--- config.mk ---
export PLATFORM = sky130hd
export DESIGN_NAME = adcsg_scan_status
export DESIGN_NICKNAME = d
export VERILOG_FILES = /design/src/verilog/adcsg_pkg.sv /design/src/verilog/adcsg_slot_mask.sv /design/src/verilog/adcsg_scan_status.sv
export SDC_FILE = /design/constraint.sdc
export NUM_CORES = 1
export LEC_CHECK = 0
export BUFFER_PORTS_ARGS = -buffer_cell sky130_fd_sc_hd__clkbuf_2
export CORE_MARGIN = 4
export CORE_UTILIZATION = 42
export DETAILED_ROUTE_END_ITERATION = 16
export GPL_TIMING_DRIVEN = 1
export PLACE_DENSITY = 0.8
export SLEW_MARGIN = 40
export SYNTH_ARGS = -nofsm -noshare
export SYNTH_HDL_FRONTEND = slang
export SYNTH_HIERARCHICAL = 1
export SYNTH_SLANG_ARGS = --single-unit
--- constraint.sdc ---
create_clock -name pclk -period 2.1 [get_ports pclk]
set_clock_uncertainty 0.1 [all_clocks]
set_input_delay 0.42 -clock pclk [delete_from_list [all_inputs] [get_ports pclk]]
set_output_delay 0.42 -clock pclk [all_outputs]
set_load 0.02 [all_outputs]
--- src/verilog/adcsg_pkg.sv ---
package adcsg_pkg;

	// ----------------------------------------
	// Register map (byte addresses)
	// ----------------------------------------
	localparam logic [7:0] ADCSG_OFS_SLOT_DISABLE = 8'h00;
	localparam logic [7:0] ADCSG_OFS_SCAN_STATUS = 8'h04;
	localparam logic [7:0] ADCSG_OFS_SCAN_CONTROL = 8'h08;

	localparam int ADCSG_SLOTS = 8;
	localparam int ADCSG_HALF = 4;

	// ----------------------------------------
	// Status register fields
	// ----------------------------------------
	localparam int ADCSG_ST_ACTIVE_A = 15;
	localparam int ADCSG_ST_ACTIVE_B = 14;
	localparam int ADCSG_ST_DONE_B = 12;
	localparam int ADCSG_ST_DONE_A = 11;
	localparam int ADCSG_ST_SIGN = 10;
	localparam int ADCSG_ST_BELOW = 9;
	localparam int ADCSG_ST_ABOVE = 8;
	localparam int ADCSG_ST_READY_LSB = 0;

	// ----------------------------------------
	// Control register fields
	// ----------------------------------------
	localparam int ADCSG_CT_PARALLEL = 0;
	localparam int ADCSG_CT_SIMULTANEOUS_PARALLEL = 1;

	// ----------------------------------------
	// Reset values
	// ----------------------------------------
	localparam logic [7:0] ADCSG_RST_SLOT_DISABLE = 8'h00;
	localparam logic [1:0] ADCSG_RST_CONTROL = 2'h0;
	localparam logic [7:0] ADCSG_RST_READY = 8'h00;

	typedef enum logic [1:0] {
		ADCSG_SEQUENTIAL,
		ADCSG_PAR_SIMULTANEOUS_PARALLEL,
		ADCSG_PAR_INDEPENDENT
	} adcsg_mode_t;

endpackage : adcsg_pkg

--- src/verilog/adcsg_slot_mask.sv ---
`timescale 1ns/10ps
module adcsg_slot_mask
	import adcsg_pkg::*;
(
	input wire logic [ADCSG_SLOTS-1:0] slot_disable_bit,
	input wire adcsg_mode_t mode,
	output logic [ADCSG_SLOTS-1:0] slot_enable
);

	// ----------------------------------------
	// Truncation helper
	// ----------------------------------------
	// Bit i stays enabled only if no disable bit at or below i
	function automatic logic [ADCSG_HALF-1:0] adcsg_truncate(input logic [ADCSG_HALF-1:0] ds);
		logic [ADCSG_HALF-1:0] en;
		logic stop;
		en = '0;
		stop = 1'b0;
		for (int i = 0; i < ADCSG_HALF; i++)
		begin
			stop = stop | ds[i];
			en[i] = ~stop;
		end
		return en;
	endfunction : adcsg_truncate

	logic [ADCSG_HALF-1:0] pair_en;
	logic [ADCSG_HALF-1:0] lo_en;
	logic [ADCSG_HALF-1:0] hi_en;

	always_comb
	begin
		pair_en = adcsg_truncate(slot_disable_bit[3:0] | slot_disable_bit[7:4]);
		lo_en = adcsg_truncate(slot_disable_bit[3:0]);
		hi_en = adcsg_truncate(slot_disable_bit[7:4]);
		unique case (mode)
			ADCSG_SEQUENTIAL:
			begin
				// One list of eight slots, cut at the first disable
				slot_enable = {hi_en & {ADCSG_HALF{lo_en[3]}}, lo_en};
			end
			ADCSG_PAR_SIMULTANEOUS_PARALLEL:
			begin
				// Both converters step together, so one cut stops both
				slot_enable = {pair_en, pair_en};
			end
			default:
			begin
				slot_enable = {hi_en, lo_en};
			end
		endcase
	end

endmodule : adcsg_slot_mask

--- src/verilog/adcsg_scan_status.sv ---
`timescale 1ns/10ps
// Functional notes
// - Disable bit skips its slot and later
// - Skipped slots depend on scan mode
// - Sequential cut at slot; simultaneous cuts both halves
// - Ready flag clears on result read
// - Limit flags clear once limit bits cleared
// - Sign change flag clears once bits cleared
// - Done flags write-one-clear, never software set
// - All flags except active bits sticky
// - Active A covers sequential, simultaneous, converter A
// - Active B only for independent parallel B
// - Active converter ignores sync and start
// - Done B from converter B independent parallel
// - Done A on sequential, simultaneous or converter A completion
// - Done flag set on each scan end while active
// - Sign change flag set per conversion
// - Below limit flag set when enabled
// - Above limit flag set when enabled
module adcsg_scan_status
	import adcsg_pkg::*;
(
	input wire logic pclk,
	input wire logic presetn,
	input wire logic clk_en,
	input wire logic psel,
	input wire logic penable,
	input wire logic pwrite,
	input wire logic [7:0] paddr,
	input wire logic [31:0] pwdata,
	output logic [31:0] prdata,
	output logic pready,
	output logic pslverr,
	input wire logic trigger_a,
	input wire logic trigger_b,
	input wire logic scan_end_a,
	input wire logic scan_end_b,
	output logic launch_a,
	output logic launch_b,
	output logic [ADCSG_SLOTS-1:0] slot_enable,
	input wire logic [ADCSG_SLOTS-1:0] sample_stored,
	input wire logic [ADCSG_SLOTS-1:0] result_read,
	input wire logic below_limit_enabled,
	input wire logic above_limit_enabled,
	input wire logic below_limit_event,
	input wire logic above_limit_event,
	input wire logic sign_change_event,
	input wire logic [ADCSG_SLOTS-1:0] below_limit_bits,
	input wire logic [ADCSG_SLOTS-1:0] above_limit_bits,
	input wire logic [ADCSG_SLOTS-1:0] sign_change_bits
);

	// ----------------------------------------
	// State
	// ----------------------------------------
	logic [ADCSG_SLOTS-1:0] slot_disable_bit;
	logic [ADCSG_SLOTS-1:0] next_slot_disable_bit;
	logic parallel_scan;
	logic next_parallel_scan;
	logic simultaneous_parallel;
	logic next_simultaneous_parallel;
	logic scan_active_a;
	logic next_scan_active_a;
	logic scan_active_b;
	logic next_scan_active_b;
	logic scan_done_a;
	logic next_scan_done_a;
	logic scan_done_b;
	logic next_scan_done_b;
	logic sign_change_flag;
	logic next_sign_change_flag;
	logic below_limit_flag;
	logic next_below_limit_flag;
	logic above_limit_flag;
	logic next_above_limit_flag;
	logic [ADCSG_SLOTS-1:0] sample_ready;
	logic [ADCSG_SLOTS-1:0] next_sample_ready;
	logic next_launch_a;
	logic next_launch_b;
	logic [31:0] next_prdata;

	adcsg_mode_t mode;
	// Set once the pending read has its data loaded
	logic rd_loaded;
	logic next_rd_loaded;
	logic rd_capture;
	logic wr_access;
	logic mapped;
	logic wr_status;
	logic [15:0] status_word;

	// ----------------------------------------
	// Decode
	// ----------------------------------------
	function automatic logic adcsg_hit(input logic [7:0] addr, input logic [7:0] ofs);
		return addr == ofs;
	endfunction : adcsg_hit

	// Simultaneous bit counts only with parallel set
	always_comb
	begin
		if (!parallel_scan)
		begin
			mode = ADCSG_SEQUENTIAL;
		end
		else if (simultaneous_parallel)
		begin
			mode = ADCSG_PAR_SIMULTANEOUS_PARALLEL;
		end
		else
		begin
			mode = ADCSG_PAR_INDEPENDENT;
		end
	end

	assign mapped = adcsg_hit(paddr, ADCSG_OFS_SLOT_DISABLE)
		| adcsg_hit(paddr, ADCSG_OFS_SCAN_STATUS)
		| adcsg_hit(paddr, ADCSG_OFS_SCAN_CONTROL);
	// Normally loads in setup; a frozen setup edge costs one wait state
	assign rd_capture = psel & ~pwrite & ~rd_loaded;
	// Writes land on the single access edge that pready completes
	assign wr_access = psel & penable & pwrite & clk_en & mapped;
	assign wr_status = wr_access & adcsg_hit(paddr, ADCSG_OFS_SCAN_STATUS);
	// Stall the bus while frozen, and until read data has been loaded
	assign pready = clk_en & (pwrite | rd_loaded);
	// Unmapped accesses complete normally but flag an error
	assign pslverr = psel & penable & ~mapped;

	assign status_word = {scan_active_a, scan_active_b, 1'b0, scan_done_b, scan_done_a,
		sign_change_flag, below_limit_flag, above_limit_flag, sample_ready};

	adcsg_slot_mask u_slot_mask (
		.slot_disable_bit(slot_disable_bit),
		.mode(mode),
		.slot_enable(slot_enable)
	);

	// ----------------------------------------
	// Registers and flags, next values
	// ----------------------------------------
	always_comb
	begin
		next_slot_disable_bit = slot_disable_bit;
		next_parallel_scan = parallel_scan;
		next_simultaneous_parallel = simultaneous_parallel;
		next_prdata = prdata;
		next_rd_loaded = rd_loaded;
		if (wr_access && adcsg_hit(paddr, ADCSG_OFS_SLOT_DISABLE))
		begin
			next_slot_disable_bit = pwdata[ADCSG_SLOTS-1:0];
		end
		if (wr_access && adcsg_hit(paddr, ADCSG_OFS_SCAN_CONTROL))
		begin
			next_parallel_scan = pwdata[ADCSG_CT_PARALLEL];
			next_simultaneous_parallel = pwdata[ADCSG_CT_SIMULTANEOUS_PARALLEL];
		end
		// A completed read frees the capture for the next one
		if (psel && penable && rd_loaded)
		begin
			next_rd_loaded = 1'b0;
		end
		// Stale data would be returned if the capture waited for access
		if (rd_capture)
		begin
			next_rd_loaded = 1'b1;
			if (adcsg_hit(paddr, ADCSG_OFS_SLOT_DISABLE))
			begin
				next_prdata = {24'h000000, slot_disable_bit};
			end
			else if (adcsg_hit(paddr, ADCSG_OFS_SCAN_STATUS))
			begin
				next_prdata = {16'h0000, status_word};
			end
			else if (adcsg_hit(paddr, ADCSG_OFS_SCAN_CONTROL))
			begin
				next_prdata = {30'h0000000, simultaneous_parallel, parallel_scan};
			end
			else
			begin
				next_prdata = 32'h00000000;
			end
		end
	end

	// ----------------------------------------
	// Scan sequencing, next values
	// ----------------------------------------
	always_comb
	begin
		next_launch_a = 1'b0;
		next_launch_b = 1'b0;
		next_scan_active_a = scan_active_a;
		next_scan_active_b = scan_active_b;
		next_scan_done_a = scan_done_a;
		next_scan_done_b = scan_done_b;
		// End first, so a new trigger needs the next cycle
		if (scan_active_a && scan_end_a)
		begin
			next_scan_active_a = 1'b0;
		end
		else if (!scan_active_a && trigger_a)
		begin
			next_scan_active_a = 1'b1;
			next_launch_a = 1'b1;
		end
		if (mode == ADCSG_PAR_INDEPENDENT)
		begin
			if (scan_active_b && scan_end_b)
			begin
				next_scan_active_b = 1'b0;
			end
			else if (!scan_active_b && trigger_b)
			begin
				next_scan_active_b = 1'b1;
				next_launch_b = 1'b1;
			end
		end
		else
		begin
			// Converter B is unused outside independent parallel
			next_scan_active_b = 1'b0;
		end
		// Only the done bits react to status writes
		if (wr_status && pwdata[ADCSG_ST_DONE_A])
		begin
			next_scan_done_a = 1'b0;
		end
		if (wr_status && pwdata[ADCSG_ST_DONE_B])
		begin
			next_scan_done_b = 1'b0;
		end
		// Only an end pulse while active sets it; later pulses need a new launch
		if (scan_active_a && scan_end_a)
		begin
			next_scan_done_a = 1'b1;
		end
		if (mode == ADCSG_PAR_INDEPENDENT && scan_active_b && scan_end_b)
		begin
			next_scan_done_b = 1'b1;
		end
	end

	// ----------------------------------------
	// Summary flags, next values
	// ----------------------------------------
	always_comb
	begin
		// Each limit flag only rises while its own limit register is enabled
		// Hold while any detail bit stays set; all cleared drops it
		next_sample_ready = (sample_ready & ~result_read) | sample_stored;
		next_sign_change_flag = sign_change_event
			| (sign_change_flag & (|sign_change_bits));
		next_below_limit_flag = (below_limit_event & below_limit_enabled)
			| (below_limit_flag & (|below_limit_bits));
		next_above_limit_flag = (above_limit_event & above_limit_enabled)
			| (above_limit_flag & (|above_limit_bits));
	end

	// ----------------------------------------
	// Flip-flops
	// ----------------------------------------
	always_ff @(posedge pclk or negedge presetn)
	begin
		if (!presetn)
		begin
			slot_disable_bit <= ADCSG_RST_SLOT_DISABLE;
			parallel_scan <= ADCSG_RST_CONTROL[ADCSG_CT_PARALLEL];
			simultaneous_parallel <= ADCSG_RST_CONTROL[ADCSG_CT_SIMULTANEOUS_PARALLEL];
			scan_active_a <= 1'b0;
			scan_active_b <= 1'b0;
			scan_done_a <= 1'b0;
			scan_done_b <= 1'b0;
			sign_change_flag <= 1'b0;
			below_limit_flag <= 1'b0;
			above_limit_flag <= 1'b0;
			sample_ready <= ADCSG_RST_READY;
			launch_a <= 1'b0;
			launch_b <= 1'b0;
			prdata <= 32'h00000000;
			rd_loaded <= 1'b0;
		end
		// Frozen cycles keep every flop, bus state included
		else if (clk_en)
		begin
			slot_disable_bit <= next_slot_disable_bit;
			parallel_scan <= next_parallel_scan;
			simultaneous_parallel <= next_simultaneous_parallel;
			scan_active_a <= next_scan_active_a;
			scan_active_b <= next_scan_active_b;
			scan_done_a <= next_scan_done_a;
			scan_done_b <= next_scan_done_b;
			sign_change_flag <= next_sign_change_flag;
			below_limit_flag <= next_below_limit_flag;
			above_limit_flag <= next_above_limit_flag;
			sample_ready <= next_sample_ready;
			launch_a <= next_launch_a;
			launch_b <= next_launch_b;
			prdata <= next_prdata;
			rd_loaded <= next_rd_loaded;
		end
	end

endmodule : adcsg_scan_status

==> parameters.txt <==
Parameter                              Value

Synth
  Synth top area share    about half
  Synthesized area per cell    roughly 11 µm²
  Count of state elements after synthesis    43
  Number of flops mapped to enable cells by yosys    0
  Sequential cell area fraction in the yosys report    49.74%
  Area of the mapped netlist    approximately 2200 µm²
  Post-synthesis instance total    194
  Post-synth cell types    45
  Top cells by instance count after synthesis    43 x sky130_fd_sc_hd__dfrtp_1, 18 x sky130_fd_sc_hd__buf_4, 16 x sky130_fd_sc_hd__a22o_1
  Most used flip-flop cell after synthesis    sky130_fd_sc_hd__dfrtp_1
  Cell types with the largest area share after synthesis    sky130_fd_sc_hd__dfrtp_1 50%, sky130_fd_sc_hd__a22o_1 6.5%, sky130_fd_sc_hd__buf_4 6.2%, sky130_fd_sc_hd__mux2_2 5.2%, sky130_fd_sc_hd__a221o_1 2.8%
  Fraction of synthesis flops using an asynchronous set or reset pin    100.0%
  Area leader, netlist    sky130_fd_sc_hd__dfrtp_1
  Library cell with the highest instance count after synthesis    sky130_fd_sc_hd__dfrtp_1
  Synth Warn #    6

Setup path
  Slowest CP cell    sky130_fd_sc_hd__or4_4
  Startpoint type of the worst setup path    register
  Worst endpoint required time    roughly 1.6 ns
  Cell family with the largest share of critical-path delay    simple AND/OR/NAND/NOR gates
  Number of buffer and inverter instances along the worst setup path    1
  Type of destination of the critical path    output port
  Longest individual stage delay on the worst path    about 0.55 ns
  Type of the worst setup path    reg2out
  Worst Path Max Fanout    3
  Worst path cell trace    or4_4 -> a221oi_2 -> buf_4
  Worst path arrival time    1.73 ns

Cells and area
  Post-synthesis to final-layout area growth    37.88%
  Post-layout instance count excluding filler cells    between 300 and 400
  Count of filler cells inserted in the layout    between 400 and 500
  Register ranked first by flip-flop count    prdata
  Diodes inserted    0
  Biggest registers after layout    prdata: 15 flops, sample_ready: 8 flops, slot_disable_bit: 8 flops
  Cell area after layout    between 2000 and 3000 µm²
  Nets    406
  Share of final-layout standard cells stronger than drive strength 1    between 40% and 50%
  Largest register FFs    15

Floorplan
  Boundary Pins    139
  DIE AREA    6363 µm²
  X dimension of the die    between 70 and 80 µm
  Row count    25
  Initial standard-cell utilization of the core    approximately 45%
  Area of the core    about 4800 µm²
  Floorplan die height    around 80 µm

Power
  Reported leakage power    between 0.0015 and 0.002 µW
  Worst VDD drop    around 0.00034 V
  Post-route total power    around 1700 µW
  PwrDens    approximately 570 nW/µm²

Timing
  Part of the cycle the worst path needs    107.1%
  Hold Vio Cnt, Final    0
  Actual transition at the worst max-transition pin    around 0.62 ns
  Unrepaired setup endpoints after global routing    yes
  Final worst path period need    around 2.2 ns
  Setup TNS Final    -0.3912 ns
  Max Fclk    ~0.44 GHz
  Worst max-slew margin expressed relative to the limit    around 59%
  Final setup violation count    5
  Setup slack of the critical path after layout    -0.1482 ns
  Max-slew violation total from the final report    0

CTS
  Clock transition at the registers of the reported paths    around 0.080 ns
  Clock sinks    43
  Hold-fix buffers at CTS    0
  Number of CTS-inserted buffers    5
  Clock insertion delay at the later pin of the skew report    0.29 ns
  Bufs on Longest Clock Path    2
  Root buffer cell    sky130_fd_sc_hd__clkbuf_8
  Clock tree from TritonCTS    done
  Clock H-tree levels    2

Routing
  Vias/cell    approximately 5.2
  Wirelength, routed    5.849 mm
  Routed wire per std cell    15.43 µm
  Post-route antenna net violation count    0
  Number of DRC violations after detailed-routing iteration 0    slightly above 80
  Via count    1976
  DRC viols    0
  Number of iterations in the first detailed-routing pass    4

Run status
  Violations in the final reports    negative setup slack
  Status    finished with violations

Global routing
  GRT Residual Overflow    0
  Pin count of the biggest net entering global routing    26
  Initial antenna violation count    0
  Via count of the first global-routing pass    a little under 2000
  GRT Total Usage    a little under a fifth
  Global-route wire length before repair    between 9 and 10 mm

Placed design
  Placed cell area    2734 µm²
  Final RePlAce weighted congestion    roughly 0.86
  Number of I/O port buffers    99
  DPL Wire Length    ~4.5 mm
  Worst setup slack after placement    between 0.1 and 0.15 ns
  Placed Cells incl. Taps    364

Min path
  Min-delay worst type    in2async

Job
  Max_cap viols    0
[area by class of cell]
type	instances	area (µm²)	share of cell area (%)
clock buffers	8	100.1	3.356
inverters	3	11.26	0.3775
multi-input cells	140	1036	34.73
flip-flops and latches	43	1077	36.12
well taps	67	83.83	2.810
repair buffers	118	674.4	22.61
[worst register-to-register path: stages, from the launching register on]
cell                        delay (ns)
sky130_fd_sc_hd__dfrtp_1          0.39
sky130_fd_sc_hd__nand4bb_1        0.50
sky130_fd_sc_hd__or4_1            0.61
sky130_fd_sc_hd__o21ai_1          0.17
[cell families (layout without fill, tap and decap cells)]
logic type	count (synthesis)	after routing	share of synthesized area (%)
other	1	17	0.1733
muxes	12	12	6.131
and+or+nand+nor	67	67	19.26
AOI/OAI and AO/OA	44	44	16.83
buffers and inverters	27	129	7.865
DFF	43	43	49.74
[timing repair]
action	CTS	global route
gates resized for setup	17	14
buffers inserted	5	3
setup endpoints to repair	6	8
pin swaps	3	6
[placed cells by master (no fill, tap or decap), types with 5 or more instances in the layout]
cell	n
sky130_fd_sc_hd__nor2_1	6
sky130_fd_sc_hd__nand2_1	15
sky130_fd_sc_hd__clkbuf_2	92
sky130_fd_sc_hd__conb_1	17
sky130_fd_sc_hd__dfrtp_1	42
sky130_fd_sc_hd__a22o_1	16
sky130_fd_sc_hd__clkbuf_8	7
sky130_fd_sc_hd__mux2_2	10
sky130_fd_sc_hd__a221o_1	6
sky130_fd_sc_hd__buf_4	20
sky130_fd_sc_hd__buf_6	5
[worst paths after layout]
check / end / depth (start not counted) / start / slack [ns]
setup / recovery: slot_enable[4] / 3 / slot_disable_bit[1]$_DFFE_PN0P_ / -0.15
hold / removal: sample_ready[6]$_DFFE_PN0P_ / 1 / presetn / 0.03
setup reg to reg: prdata[0]$_DFFE_PN0P_ / 3 / rd_loaded$_DFFE_PN0P_ / 0.26
hold reg to reg: prdata[15]$_DFFE_PN0P_ / 1 / prdata[15]$_DFFE_PN0P_ / 0.40
max in group asynchronous: rd_loaded$_DFFE_PN0P_ / 2 / presetn / 1.29
min in group pclk: sample_ready[5]$_DFFE_PN0P_ / 2 / sample_stored[5] / 0.25
[per-layer routing]
layer / vias up / global-route usage, % / share of wire, %
met5: - / 0 / 0
met2: 79 / 32.14 / 49
li1: 935 / - / -
met3: 10 / 5.643 / 8.4
met4: 0 / 5.912 / 1.9
met1: 952 / 22.05 / 41
[power breakdown]
group	switching (µW)	total, µW	internal (µW)
combinational	138	253	115
sequential	25.7	887	861
clock	266	566	300
total	429	1700	1280
[through the flow]
stage          hold WS (ns)  util [%]
6_report            0.02655     61.52
4_1_cts             0.03980     60.39
3_3_place_gp         0.3522     56.39
2_1_floorplan       0.02441         -
5_1_grt             0.06361     61.52
3_5_place_dp         0.3536     56.39
No activity file was read; power rests on OpenSTA's default activity.
